<file path="config.mk">
export PLATFORM = sky130hd
export DESIGN_NAME = kwsr_top
export DESIGN_NICKNAME = d
export VERILOG_FILES = /design/src/kwu_pkg.sv /design/src/kwu_top.sv
export SDC_FILE = /design/constraint.sdc
export NUM_CORES = 1
export LEC_CHECK = 0
export ABC_CLOCK_PERIOD_IN_PS = 1800
export BUFFER_PORTS_ARGS = -buffer_cell sky130_fd_sc_hd__buf_2
export CAP_MARGIN = 20
export CORE_MARGIN = 1.5
export CORE_UTILIZATION = 44
export CTS_BUF_LIST = sky130_fd_sc_hd__clkbuf_16
export CTS_CLUSTER_SIZE = 40
export DETAILED_ROUTE_END_ITERATION = 16
export MAX_ROUTING_LAYER = met4
export PLACE_DENSITY = 0.71
export SLEW_MARGIN = 20
export SYNTH_ARGS = -nofsm -noshare
export SYNTH_HDL_FRONTEND = slang
export SYNTH_SLANG_ARGS = --single-unit
export TNS_END_PERCENT = 10
</file>
<file path="constraint.sdc">
create_clock -name clk_sys -period 1.8 [get_ports clk_sys]
set_clock_uncertainty 0.1 [all_clocks]
set_input_delay 0 -clock clk_sys [delete_from_list [all_inputs] [get_ports clk_sys]]
set_output_delay 0 -clock clk_sys [all_outputs]
set_load 0.01 [all_outputs]
</file>
<file path="src/kwu_pkg.sv">
package kwsr_pkg;

   // Register indices; byte address is four times the index
   localparam logic [11:0] KWSR_IDX_ENABLE  = 12'hF9A;
   localparam logic [11:0] KWSR_IDX_CTRL    = 12'hF9B;
   localparam logic [11:0] KWSR_IDX_STATUS  = 12'hF9C;

   // Enable field of key_wake_enable_reg
   localparam int          KWSR_EN_LSB      = 4;
   localparam int          KWSR_EN_MSB      = 7;
   localparam logic [3:0]  KWSR_EN_RESET    = 4'h0;

   // Control register fields
   localparam int          KWSR_CTRL_LEVEL  = 0;
   localparam int          KWSR_CTRL_STOP   = 1;
   localparam logic        KWSR_LEVEL_RESET = 1'b1;

   // Warm-up time after release
   localparam int          KWSR_WARM_NS     = 1000;
   localparam int          KWSR_CLK_NS      = 100;
   localparam int          KWSR_WARM_CYC    =
      (KWSR_WARM_NS + KWSR_CLK_NS - 1) / KWSR_CLK_NS;

   // Synchroniser idle levels: keys idle high, stop pin idle low
   localparam logic [5:0]  KWSR_SYNC_RESET  = 6'h1E;
   localparam int          KWSR_SYNC_W      = 6;

   typedef enum logic [1:0]
   {
      KWSR_RUN  = 2'b00,
      KWSR_STOP = 2'b01,
      KWSR_WARM = 2'b10
   } kwsr_state_t;

   typedef struct packed
   {
      logic [24:0] reserved;
      logic        stop_level;
      logic [3:0]  key_level;
      logic        wake_level;
      logic        stopped;
   } kwsr_status_t;

endpackage

</file>
<file path="src/kwu_top.sv">
// Register access over APB is this design's own decision.
`timescale 1ns/1ps
// Operation
// Stop pin and four keys release stop
// Each key has its own enable bit
// Enables at bits 7..4, reset zero
// Enable register is write-only, reads zero
// Software sets key port pins as inputs
// In stop, enabled low key releases
// Software checks enabled keys high first
// Edge mode: keys disabled or held high
// Pending release at entry skips stop
// Stop pin always active, held low
// Level mode: levels; edge mode: rising stop
// Wake request is OR of sources
module kwsr_top
#(
   parameter int WARM_CYC = kwsr_pkg::KWSR_WARM_CYC
)
(
   input  wire logic        clk_sys,
   input  wire logic        rst_n,
   input  wire logic        psel,
   input  wire logic        penable,
   input  wire logic        pwrite,
   input  wire logic [15:0] paddr,
   input  wire logic [31:0] pwdata,
   output logic             pready,
   output logic [31:0]      prdata,
   output logic             pslverr,
   input  wire logic        port2_bit0,
   input  wire logic        key_wake_input_a,
   input  wire logic        key_wake_input_b,
   input  wire logic        key_wake_input_c,
   input  wire logic        key_wake_input_d,
   output logic             stop_mode,
   output logic             warm_up,
   output logic             wake_request
);

   logic [3:0]               key_wake_enable_reg;
   logic                     level_mode;
   logic [5:0]               sync1;
   logic [5:0]               sync2;
   logic [5:0]               sync3;
   logic [5:0]               filt;
   logic [5:0]               raw;
   logic [3:0]               keys_raw;
   logic                     wake_raw;
   logic                     stop_f;
   logic [3:0]               key_f;
   logic                     wake_f;
   logic                     stop_prev;
   logic                     stop_rise;
   logic                     key_hit;
   logic                     level_rel;
   logic                     stop_req;
   logic                     acc;
   logic                     setup;
   logic [15:0]              warm_cnt;
   kwsr_pkg::kwsr_state_t    state;
   kwsr_pkg::kwsr_state_t    next_state;
   kwsr_pkg::kwsr_status_t   status;

   function automatic logic kwsr_hit(input logic [15:0] a,
                                     input logic [11:0] idx);
      kwsr_hit = (a == {2'b00, idx, 2'b00});
   endfunction

   assign keys_raw = {key_wake_input_d, key_wake_input_c,
                      key_wake_input_b, key_wake_input_a};
   // Combinational OR needs no clock; only its sampling does
   assign wake_raw = port2_bit0 |
                     (|(key_wake_enable_reg & ~keys_raw));
   assign raw      = {wake_raw, keys_raw, port2_bit0};

   // Three-stage synchronisers; third stage only confirms the second
   genvar gi;
   generate
      for (gi = 0; gi < kwsr_pkg::KWSR_SYNC_W; gi++)
      begin : g_sync
         always_ff @(posedge clk_sys or negedge rst_n)
         begin
            if (!rst_n)
            begin
               sync1[gi] <= kwsr_pkg::KWSR_SYNC_RESET[gi];
               sync2[gi] <= kwsr_pkg::KWSR_SYNC_RESET[gi];
               sync3[gi] <= kwsr_pkg::KWSR_SYNC_RESET[gi];
               filt[gi]  <= kwsr_pkg::KWSR_SYNC_RESET[gi];
            end
            else
            begin
               sync1[gi] <= raw[gi];
               sync2[gi] <= sync1[gi];
               sync3[gi] <= sync2[gi];
               if (sync2[gi] == sync3[gi])
               begin
                  filt[gi] <= sync3[gi];
               end
            end
         end
      end
   endgenerate

   assign stop_f    = filt[0];
   assign key_f     = filt[4:1];
   assign wake_f    = filt[5];
   assign stop_rise = stop_f & ~stop_prev;
   assign key_hit   = |(key_wake_enable_reg & ~key_f);
   assign level_rel = stop_f | key_hit;

   assign setup = psel & ~penable;
   assign acc   = psel & penable & pready;
   assign stop_req = acc & pwrite & kwsr_hit(paddr, kwsr_pkg::KWSR_IDX_CTRL)
                     & pwdata[kwsr_pkg::KWSR_CTRL_STOP];

   always_ff @(posedge clk_sys or negedge rst_n)
   begin
      if (!rst_n)
      begin
         stop_prev <= 1'b0;
      end
      else
      begin
         stop_prev <= stop_f;
      end
   end

   // Register writes take effect at the access edge only
   always_ff @(posedge clk_sys or negedge rst_n)
   begin
      if (!rst_n)
      begin
         key_wake_enable_reg <= kwsr_pkg::KWSR_EN_RESET;
         level_mode          <= kwsr_pkg::KWSR_LEVEL_RESET;
      end
      else if (acc && pwrite)
      begin
         if (kwsr_hit(paddr, kwsr_pkg::KWSR_IDX_ENABLE))
         begin
            key_wake_enable_reg <= pwdata[kwsr_pkg::KWSR_EN_MSB:
                                          kwsr_pkg::KWSR_EN_LSB];
         end
         if (kwsr_hit(paddr, kwsr_pkg::KWSR_IDX_CTRL))
         begin
            level_mode <= pwdata[kwsr_pkg::KWSR_CTRL_LEVEL];
         end
      end
   end

   always_comb
   begin
      status            = '0;
      status.stopped    = stop_mode;
      status.wake_level = wake_f;
      status.key_level  = key_f;
      status.stop_level = stop_f;
   end

   // No wait state: pready rises with penable, in the first access cycle
   always_ff @(posedge clk_sys or negedge rst_n)
   begin
      if (!rst_n)
      begin
         pready  <= 1'b0;
         prdata  <= 32'h0000_0000;
         pslverr <= 1'b0;
      end
      else
      begin
         pready  <= setup;
         prdata  <= 32'h0000_0000;
         pslverr <= 1'b0;
         if (setup)
         begin
            if (kwsr_hit(paddr, kwsr_pkg::KWSR_IDX_ENABLE))
            begin
               // Write-only; the enables are never read back
               prdata <= 32'h0000_0000;
            end
            else if (kwsr_hit(paddr, kwsr_pkg::KWSR_IDX_CTRL))
            begin
               prdata <= {31'h0000_0000, level_mode};
            end
            else if (kwsr_hit(paddr, kwsr_pkg::KWSR_IDX_STATUS))
            begin
               prdata <= pwrite ? 32'h0000_0000 : status;
               pslverr <= pwrite;
            end
            else
            begin
               pslverr <= 1'b1;
            end
         end
      end
   end

   always_comb
   begin
      next_state = state;
      case (state)
         kwsr_pkg::KWSR_RUN:
         begin
            if (stop_req)
            begin
               // Pending source means warm-up at once
               next_state = level_rel ? kwsr_pkg::KWSR_WARM
                                      : kwsr_pkg::KWSR_STOP;
            end
         end
         kwsr_pkg::KWSR_STOP:
         begin
            if (level_mode ? level_rel : stop_rise)
            begin
               next_state = kwsr_pkg::KWSR_WARM;
            end
         end
         kwsr_pkg::KWSR_WARM:
         begin
            if (warm_cnt == 16'(WARM_CYC - 1))
            begin
               next_state = kwsr_pkg::KWSR_RUN;
            end
         end
         default:
         begin
            next_state = kwsr_pkg::KWSR_RUN;
         end
      endcase
   end

   always_ff @(posedge clk_sys or negedge rst_n)
   begin
      if (!rst_n)
      begin
         state     <= kwsr_pkg::KWSR_RUN;
         stop_mode <= 1'b0;
         warm_up   <= 1'b0;
      end
      else
      begin
         state     <= next_state;
         stop_mode <= (next_state == kwsr_pkg::KWSR_STOP);
         warm_up   <= (next_state == kwsr_pkg::KWSR_WARM);
      end
   end

   always_ff @(posedge clk_sys or negedge rst_n)
   begin
      if (!rst_n)
      begin
         warm_cnt <= 16'h0000;
      end
      else if (state == kwsr_pkg::KWSR_WARM)
      begin
         warm_cnt <= warm_cnt + 16'h0001;
      end
      else
      begin
         warm_cnt <= 16'h0000;
      end
   end

   always_ff @(posedge clk_sys or negedge rst_n)
   begin
      if (!rst_n)
      begin
         wake_request <= 1'b0;
      end
      else
      begin
         wake_request <= wake_f;
      end
   end
endmodule

</file>
==> results of run 1 <==
synth_stat cells, drive strengths merged:
cell type / count / area (µm²)
a31oi: 2 / 12.51
nor4b: 1 / 23.77
or2: 1 / 6.260
dfrtp: 43 / 1076
a21boi: 1 / 7.510
buf: 25 / 187.7
and4: 4 / 35.03
xnor2: 7 / 61.31
nand3: 5 / 25.02
nand2: 9 / 33.78
a222oi: 1 / 10.01
clkbuf: 1 / 3.750
and3: 2 / 12.51
nor3: 4 / 20.02
and2: 6 / 37.54
or4: 2 / 15.01
nor2b: 2 / 12.51
nor4: 7 / 58.81
mux2: 6 / 67.56
o21ai: 1 / 5.000
nand2b: 6 / 37.54
ha: 2 / 25.02
xor2: 6 / 52.55
nand4: 10 / 62.56
dfstp: 17 / 446.7
maj3: 6 / 60.06
o22ai: 1 / 6.260
a21oi: 2 / 10.01
or3: 2 / 12.51
nor2: 18 / 67.56
conb: 1 / 3.750
inv: 11 / 41.29
o2111a: 2 / 22.52
or4b: 1 / 13.76
nand3b: 3 / 26.27
kinds of logic (layout without fill, tap and decap cells):
group | Yosys count | count (layout)
flip-flops | 60 | 60
XOR/XNOR | 13 | 13
other | 1 | 25
AO/OA/AOI/OAI | 10 | 10
adder cells (fa/ha/maj) | 8 | 8
multiplexers | 6 | 6
buffers and inverters | 37 | 96
AND/OR/NAND/NOR | 83 | 83
metrics by stage:
step	hold WS, ns	instance area (µm²)
2_1_floorplan	-0.3956	2690
3_3_place_gp	-0.09801	2884
3_5_place_dp	-0.09796	2884
4_1_cts	0.01797	3373
5_1_grt	0.06179	3377
6_report	0.02202	3377
where the power goes:
part           switching, mW  internal (mW)  total (mW)
logic                  0.190          0.143       0.333
clock network          0.593           1.15        1.74
registers             0.0537           1.46        1.51
total                  0.837           2.75        3.58
layout make-up:
class                      instances  area [µm²]  area share (%)
clock buffer                      10       250.2           7.410
clock inverter                     6       62.56           1.853
sequential                        60        1523           45.09
inverter                          11       41.29           1.223
timing repair buffer              69       465.4           13.78
tap                               72       90.09           2.668
multi-input combinational        145       944.7           27.97
timing repair:
item / CTS / global route
hold endpoints to repair: 66 / 0
pin swaps: 0 / 1
resized for setup: 1 / 1
setup endpoints to repair: 1 / 6
hold buffers: 17 / 0
worst min-delay path: cells and delay by family:
| family | cells | cell delay (ns) |
|---|---|---|
| AO/OA/AOI/OAI | 1 | 0.12 |
| AND/OR/NAND/NOR | 1 | 0.08 |
| buffers and inverters | 2 | 0.20 |
final timing paths:
path                       slack, ns                     to                   from
max                             0.09      warm_up$_DFF_PN0_  warm_cnt[5]$_DFF_PN0_
min                             0.02      pslverr$_DFF_PN0_                   psel
max reg2reg                     0.09      warm_up$_DFF_PN0_  warm_cnt[5]$_DFF_PN0_
min reg2reg                     0.24     sync2[0]$_DFF_PN0_     sync1[0]$_DFF_PN0_
max in group asynchronous       0.92       pready$_DFF_PN0_                  rst_n
min in group asynchronous       0.10  warm_cnt[3]$_DFF_PN0_                  rst_n
per-layer routing:
layer  up-vias  part of all wire (%)  track usage [%]
met5         -                     0                -
met4         0                   1.9            8.448
met3         7                   5.9            4.343
met2        64                    45            24.92
met1       830                    47            20.39
li1        866                     -                -
==> qor.csv, run 1 <==
metric,value,unit
status,"finished, final reports clean",
fin. max-slew vios,0,
core area,5608,µm²
Initial Util,46.36,%
layout cells sized above 1,32.23,%
vias in the first global route,1677,
post-synthesis xor/xnor area fraction,4.379,%
Max Freq,0.5835,GHz
P per Cell Area,1061,nW/µm²
RSZ-0062 raised after global routing,no,
Die X,79.87,µm
area grow syn2layout,29.88,%
main combinational cell family by area after synthesis,simple AND/OR/NAND/NOR gates,
crit-path max FO,2,
Clock Latency Late Sink,0.32,ns
grt total ovfl,0,
GRT Total Usage,16.46,%
CP max stage cell,or4_1,
crit path cell chain,"or4_1, nor4_2, a31oi_1, or3_1",
Max Cap Violations,0,
post-layout min period,1.714,ns
nets,356,
Setup TNS,0,ns
CP Capture Type,register,
IO Pins,95,
Residual DRC,0,
Compound-Gate Fraction of Synth Area,2.839,%
Post-CTS Setup Bufs,0,
post-route antenna net violation count,0,
Detailed Route Iter0 Violations,70,
vias per cell,4.737,
Tcrit/Tclk final,95.21,%
Final Non-Filler Cells,373,
final setup vio count,0,
Reg with most FFs,warm_cnt,
final WL,4681,µm
max reg flops,16,
die height,79.87,µm
Leak,1.602,nW
largest net degree at the start of global routing,26,
"Avg Cell Area, Syn",11.93,µm²
Worst VDD drop,0.0006833,V
Synth Area in Adders,3.272,%
Slew headroom,65.47,%
arrival time at the worst endpoint,1.81,ns
first-pass GRT wire length,7569,µm
"delay-heaviest family, CP",simple AND/OR/NAND/NOR gates,
"commonest non-fill, non-tap cells in the layout","buf_2 (43), dfrtp_1 (43), conb_1 (25), nor2_1 (18)",
post-synthesis cell type count,37,
kind of critical path,register to register,
post-synthesis sequential area ratio,58.57,%
fillers,460,
number of core rows,27,
routed length per instance,12.55,µm
critical path required time,1.90,ns
critical path's largest stage delay,0.53,ns
Min-Delay Path Depth,4,
Largest regs,"warm_cnt x16, prdata x7",
Num CTS Buffers,9,
Buf/Inv on CP,0,
simple-gate share of the synthesized area,19.25,%
pre-CTS setup slack,0.02833,ns
clk slew on worst S/H paths,0.05,ns
mux cell area share after synthesis,2.599,%
via count,1767,
worst slew pin tran,0.5180,ns
Final Wtd Congestion,0.8411,
DRT Pass-1 Iters,4,
Hold Crit Class,primary input to register,
Mapped Area,2600,µm²
die area,6379,µm²
final hold violations,0,
Design Power,3.583,mW
number of synthesized register bits,60,
# diodes,0,
R2R depth,4,
CTS tree,built,
worst-case clock buffer depth,2,
Placed Instances,340,
Ys Warns,0,
initial antenna violation count,0,
Root Driver,clkbuf_16,
cell count along the critical path,4,
# port buffers,43,
cell count after synthesis,218,
Num Clock Sinks,60,
Final HPWL DP,3087,µm
CP Launch Type,register,
final design utilization,60.22,%
CTS H-tree depth,3,
final worst setup slack,0.08626,ns
(Power assumes the default switching activity.)
==> inputs of run 2 (changes only) <==
--- a/config.mk
+++ b/config.mk
@@ -13,7 +13,6 @@
 export CTS_BUF_LIST = sky130_fd_sc_hd__clkbuf_16
 export CTS_CLUSTER_SIZE = 40
 export DETAILED_ROUTE_END_ITERATION = 16
-export MAX_ROUTING_LAYER = met4
 export PLACE_DENSITY = 0.71
 export SLEW_MARGIN = 20
 export SYNTH_ARGS = -nofsm -noshare
==> run 2 against run 1 <==
- die area did not move
- first-iteration DRC count rose by 8.6%
- non-clock buffer count unchanged
- critical path depth did not move
- register-to-register slack hardly changed
- largest power group unchanged
- clock power barely moved
- worst hold slack is essentially flat
- clock-buffer cell count stayed put
- fmax shrank 0.52%
- setup slack got worse by 0.0089 ns
==> qor.csv, run 2 (synthesis results as in run 1) <==
metric,value,unit,change
Slew headroom,65.72,%,+0.25 points
GRT Total Usage,15.92,%,-0.54 points
Root Driver,clkbuf_16,,
fin. max-slew vios,0,,unchanged
met1 usage,20.31,%,-0.074 points
vias in the first global route,1686,,+0.54%
# port buffers,43,,unchanged
fillers,460,,unchanged
Placed Area,2884,µm²,unchanged
grt total ovfl,0,,unchanged
# diodes,0,,unchanged
combinational share of power,9.3,%,about the same
arrival time at the worst endpoint,1.82,ns,about the same
Int Pwr,2.746,mW,about the same
final setup vio count,0,,unchanged
core area,5608,µm²,unchanged
Min-Delay Path Depth,4,,unchanged
RSZ-0062 raised after global routing,no,,
Detailed Route Iter0 Violations,76,,+8.6%
Initial Util,46.36,%,unchanged
Num Clock Sinks,60,,unchanged
critical path required time,1.90,ns,about the same
Worst VDD drop,0.0006812,V,-0.31%
Num CTS Buffers,9,,unchanged
M2 GR Usage,24.92,%,unchanged
Design Power,3.584,mW,about the same
Final Non-Filler Cells,373,,unchanged
min-delay src,psel,,
Hold Crit Class,primary input to register,,
Psw,837.9,µW,about the same
Tcrit/Tclk final,95.70,%,+0.50 points
nets,356,,unchanged
CTS H-tree depth,3,,unchanged
DRT Pass-1 Iters,4,,unchanged
Final HPWL DP,3087,µm,unchanged
post-layout min period,1.723,ns,+0.008932 ns
Max Freq,0.5805,GHz,-0.52%
final WL,4680,µm,about the same
first-pass GRT wire length,7555,µm,-0.18%
CTS tree,built,,
via count,1760,,-0.40%
layout cells sized above 1,32.23,%,unchanged
sequential power share,42.1,%,about the same
Reg area,1523,µm²,unchanged
register-to-register setup slack,0.08,ns,about the same
"commonest non-fill, non-tap cells in the layout","buf_2 (43), dfrtp_1 (43), conb_1 (25), nor2_1 (18)",,
Clock Latency Late Sink,0.32,ns,about the same
Residual DRC,0,,unchanged
max reg flops,16,,unchanged
post-route antenna net violation count,0,,unchanged
die height,79.87,µm,unchanged
P per Cell Area,1061,nW/µm²,about the same
area of the multi-input gates,944.7,µm²,unchanged
CP Capture Type,register,,
Hold Crit Endpoint,pslverr$_DFF_PN0_,,
worst-case clock buffer depth,2,,unchanged
Leak,1.602,nW,unchanged
IO Pins,95,,unchanged
design area,3377,µm²,unchanged
Clk network pwr share,48.6,%,about the same
vias per cell,4.718,,-0.40%
final hold violations,0,,unchanged
Final Wtd Congestion,0.8284,,-1.5%
crit-path max FO,2,,unchanged
r2r startpoint,warm_cnt[5]$_DFF_PN0_,,
Reg with most FFs,warm_cnt,,
initial antenna violation count,0,,unchanged
area grow syn2layout,29.88,%,unchanged
largest net degree at the start of global routing,26,,unchanged
Setup TNS,0,ns,unchanged
routed length per instance,12.55,µm,about the same
die area,6379,µm²,unchanged
CP Launch Type,register,,
sw frac,23.38,%,about the same
GR Util met3,3.314,%,-1.0 points
Largest regs,"warm_cnt x16, prdata x7",,
R2R depth,4,,unchanged
number of core rows,27,,unchanged
status,"finished, final reports clean",,
final hold slack,0.02181,ns,-0.0002074 ns
Max Cap Violations,0,,unchanged
Placed Instances,340,,unchanged
kind of critical path,register to register,,
worst slew pin tran,0.5142,ns,-0.003809 ns
worst r2r dst,warm_up$_DFF_PN0_,,
clk slew on worst S/H paths,0.06,ns,about the same
grt peak-use layer,met2,,
Die X,79.87,µm,unchanged
-- run 2: cell counts in the layout (fill, tap and decap cells not counted) --
No cell type changed its count.
-- run 2: worst max-delay path by stage --
stage / depth (start not counted) / start / end
3_3_place_gp: 4 / warm_cnt[5]$_DFF_PN0_ / state[1]$_DFF_PN0_
3_5_place_dp: 4 / warm_cnt[5]$_DFF_PN0_ / state[1]$_DFF_PN0_
4_1_cts: 5 / paddr[2] / prdata[2]$_DFF_PN0_
5_1_grt: 4 / warm_cnt[5]$_DFF_PN0_ / warm_up$_DFF_PN0_
6_report: 4 / warm_cnt[5]$_DFF_PN0_ / warm_up$_DFF_PN0_
2_1_floorplan: 4 / warm_cnt[5]$_DFF_PN0_ / state[1]$_DFF_PN0_
-- run 2: stage by stage --
stage	worst slack, ns	utilization, %
after CTS	0.03421	60.15
after detailed placement	0.02833	51.43
after global placement	0.07553	51.43
after global routing	0.01011	60.22
after floorplan	0.08397	-
final	0.07733	60.22
-- run 2: timing repair --
action                                  in CTS  in global routing
gates resized for setup                      1                  1
hold buffers                                17                  0
pin swaps                                    0                  1
hold endpoints to repair                    66                  0
cloned                                       0                  0
buffers inserted                             0                  0
endpoints found under the setup margin       1                  6
-- run 2: worst max-delay path, stage by stage, from the launching register on --
cell     delay, ns
dfrtp_1       0.37
or4_1         0.53
nor4_2        0.17
a31oi_1       0.12
or3_1         0.31
-- run 2: area by class of cell --
class	instances	area share (%)
Tap cell	72	2.668
Sequential cell	60	45.09
Inverter	11	1.223
Timing Repair Buffer	69	13.78
Clock buffer	10	7.410
Multi-Input combinational cell	145	27.97
Clock inverter	6	1.853
-- run 2: power by group through the flow --
stage	clock network, mW	logic, mW	registers [mW]
floorplan	0	0.199	1.53
global placement	0	0.295	1.53
detailed placement	0	0.302	1.53
CTS	1.77	0.334	1.51
global route	1.83	0.372	1.52
finish	1.74	0.333	1.51
-- run 2: per-layer routing --
| layer | wire length [µm] | part of all wire (%) | vias up |
|---|---|---|---|
| met5 | 0 | 0 | - |
| met4 | 117 | 2.5 | 0 |
| met3 | 249 | 5.3 | 10 |
| met2 | 2115 | 45 | 61 |
| met1 | 2197 | 47 | 824 |
| li1 | - | - | 865 |
==> inputs of run 3 (changes only) <==
--- a/config.mk
+++ b/config.mk
@@ -13,7 +13,8 @@
 export CTS_BUF_LIST = sky130_fd_sc_hd__clkbuf_16
 export CTS_CLUSTER_SIZE = 40
 export DETAILED_ROUTE_END_ITERATION = 16
-export PLACE_DENSITY = 0.71
+export PLACE_DENSITY = 0.75
+export SKIP_CTS_REPAIR_TIMING = 1
 export SLEW_MARGIN = 20
 export SYNTH_ARGS = -nofsm -noshare
 export SYNTH_HDL_FRONTEND = slang
==> run 3 against run 2 <==
- sequential share of layout area up 0.71 points
- first-iteration DRC count up 32%
- sequential power barely moved
- clock power down 3%
- critical path depth did not move
- critical path type unchanged
- critical endpoint is now state[1]$_DFF_PN0_
==> qor.csv, run 3 (synthesis results as in run 1) <==
metric,value,unit,change
Initial Util,46.36,%,unchanged
Routed met2 length,2104,µm,-0.52%
Leak,1.570,nW,-2.0%
design area,3324,µm²,-1.6%
sw frac,22.67,%,-0.71 points
register-to-register setup slack,0.07,ns,about the same
GRT Total Usage,15.66,%,-0.26 points
post-route antenna net violation count,0,,unchanged
Clock Latency Late Sink,0.32,ns,about the same
layout cells sized above 1,31.19,%,-1.0 points
CP max stage cell,or4_4,,
nets,350,,-1.7%
crit path cell chain,"or4_4, nor4_4, a31oi_1, or3_1",,
met1 WL,2089,µm,-4.9%
largest net degree at the start of global routing,43,,+65%
CTS tree,built,,
initial antenna violation count,0,,unchanged
kind of critical path,register to register,,
max reg flops,16,,unchanged
die height,79.87,µm,unchanged
fillers,463,,+0.65%
Num CTS Buffers,9,,unchanged
Reg area,1523,µm²,unchanged
area of the multi-input gates,953.4,µm²,+0.93%
Tcrit/Tclk final,95.98,%,+0.27 points
CP Launch Type,register,,
Buf/Inv on CP,0,,unchanged
clk slew on worst S/H paths,0.05,ns,about the same
IO Pins,95,,unchanged
area grow syn2layout,27.86,%,
Largest regs,"warm_cnt x16, prdata x7",,
die area,6379,µm²,unchanged
cell count along the critical path,4,,unchanged
final setup vio count,0,,unchanged
Detailed Route Iter0 Violations,100,,+32%
Setup TNS,0,ns,unchanged
Reg with most FFs,warm_cnt,,
sequential power share,42.9,%,+0.8 points
status,"finished, final reports clean",,
Placed Instances,337,,-0.88%
Hold Crit Class,primary input to register,,
RSZ-0062 raised after global routing,yes,,
vias per cell,4.747,,+0.60%
r2r startpoint,warm_cnt[5]$_DFF_PN0_,,
Placed Area,2861,µm²,-0.78%
Residual DRC,0,,unchanged
"delay-heaviest family, CP",simple AND/OR/NAND/NOR gates,,
CTS H-tree depth,3,,unchanged
Design Power,3.528,mW,-1.5%
vias in the first global route,1619,,-4.0%
Num Clock Sinks,60,,unchanged
R2R depth,4,,unchanged
arrival time at the worst endpoint,1.82,ns,about the same
critical path's largest stage delay,0.54,ns,about the same
worst r2r dst,state[1]$_DFF_PN0_,,
# diodes,0,,unchanged
uppermost layer routed,met4,,
final hold violations,0,,unchanged
Max Cap Violations,0,,unchanged
post-layout min period,1.728,ns,+0.004930 ns
core area,5608,µm²,unchanged
# port buffers,43,,unchanged
CP startpoint,warm_cnt[5]$_DFF_PN0_,,
worst-case clock buffer depth,2,,unchanged
crit-path max FO,2,,unchanged
Final Non-Filler Cells,367,,-1.6%
CP Capture Type,register,,
fin. max-slew vios,0,,unchanged
DRT Pass-1 Iters,4,,unchanged
Worst VDD drop,0.0006940,V,+1.9%
grt total ovfl,0,,unchanged
Psw,800.0,µW,-4.5%
Int Pwr,2.728,mW,-0.64%
via count,1742,,-1.0%
"commonest non-fill, non-tap cells in the layout","buf_2 (43), dfrtp_1 (43), conb_1 (25), nor2_1 (18), dfstp_2 (17)",,
final WL,4616,µm,-1.4%
Clk network pwr share,47.8,%,-0.8 points
Die X,79.87,µm,unchanged
Final Wtd Congestion,0.7955,,-4.0%
routed length per instance,12.58,µm,+0.24%
number of core rows,27,,unchanged
first-pass GRT wire length,7355,µm,-2.6%
Critical Path Sink,state[1]$_DFF_PN0_,,
final hold slack,0.02022,ns,-0.001590 ns
Max Freq,0.5788,GHz,-0.29%
critical path required time,1.89,ns,about the same
Final HPWL DP,3097,µm,+0.29%
P per Cell Area,1061,nW/µm²,about the same
combinational share of power,9.2,%,about the same
Root Driver,clkbuf_16,,
Met3 Wirelength,290,µm,+16%
## run 3: stage by stage
stage / worst slack [ns] / utilization, %
finish: 0.07240 / 59.28
global route: -0.02753 / 59.28
CTS: -0.04437 / 56.45
detailed placement: -0.02317 / 51.03
global placement: -0.01615 / 51.03
floorplan: 0.08397 / -
## run 3: worst min-delay path by stage
stage	endpoint	slack (ns)	start	cells after the start
4_1_cts	warm_cnt[6]$_DFF_PN0_	-0.47	rst_n	1
5_1_grt	prdata[0]$_DFF_PN0_	0.02	paddr[14]	4
2_1_floorplan	key_wake_enable_reg[0]$_DFFE_PN0P_	-0.40	rst_n	0
6_report	stop_mode$_DFF_PN0_	0.02	pwdata[1]	5
3_5_place_dp	warm_cnt[7]$_DFF_PN0_	-0.12	rst_n	1
3_3_place_gp	warm_cnt[7]$_DFF_PN0_	-0.13	rst_n	1
## run 3: area by class of cell
type / count / area share, %
inverters: 11 / 1.242
repair buffers: 63 / 12.42
clock buffers: 10 / 7.527
well taps: 72 / 2.710
multi-input cells: 145 / 28.68
clock inverters: 6 / 1.618
flip-flops and latches: 60 / 45.80
## run 3: metal layers
metal  GRT usage, %  up-vias
li1               -      847
met4          9.310        0
met3          4.571       10
met5              0        -
met2          23.31       71
met1          20.18      814
## run 3: tightest hold or removal path, cell delays in order
cell and delay (ns):
buf_2 0.10, nand3b_1 0.07, nor4_1 0.07, nand4_1 0.11, nand2_1 0.06
## run 3: power by group through the flow
| stage | combinational [mW] | clock, mW | sequential (mW) |
|---|---|---|---|
| CTS | 0.306 | 1.72 | 1.51 |
| floorplan | 0.199 | 0 | 1.53 |
| finish | 0.326 | 1.69 | 1.51 |
| global route | 0.371 | 1.80 | 1.52 |
| detailed placement | 0.303 | 0 | 1.53 |
| global placement | 0.293 | 0 | 1.53 |
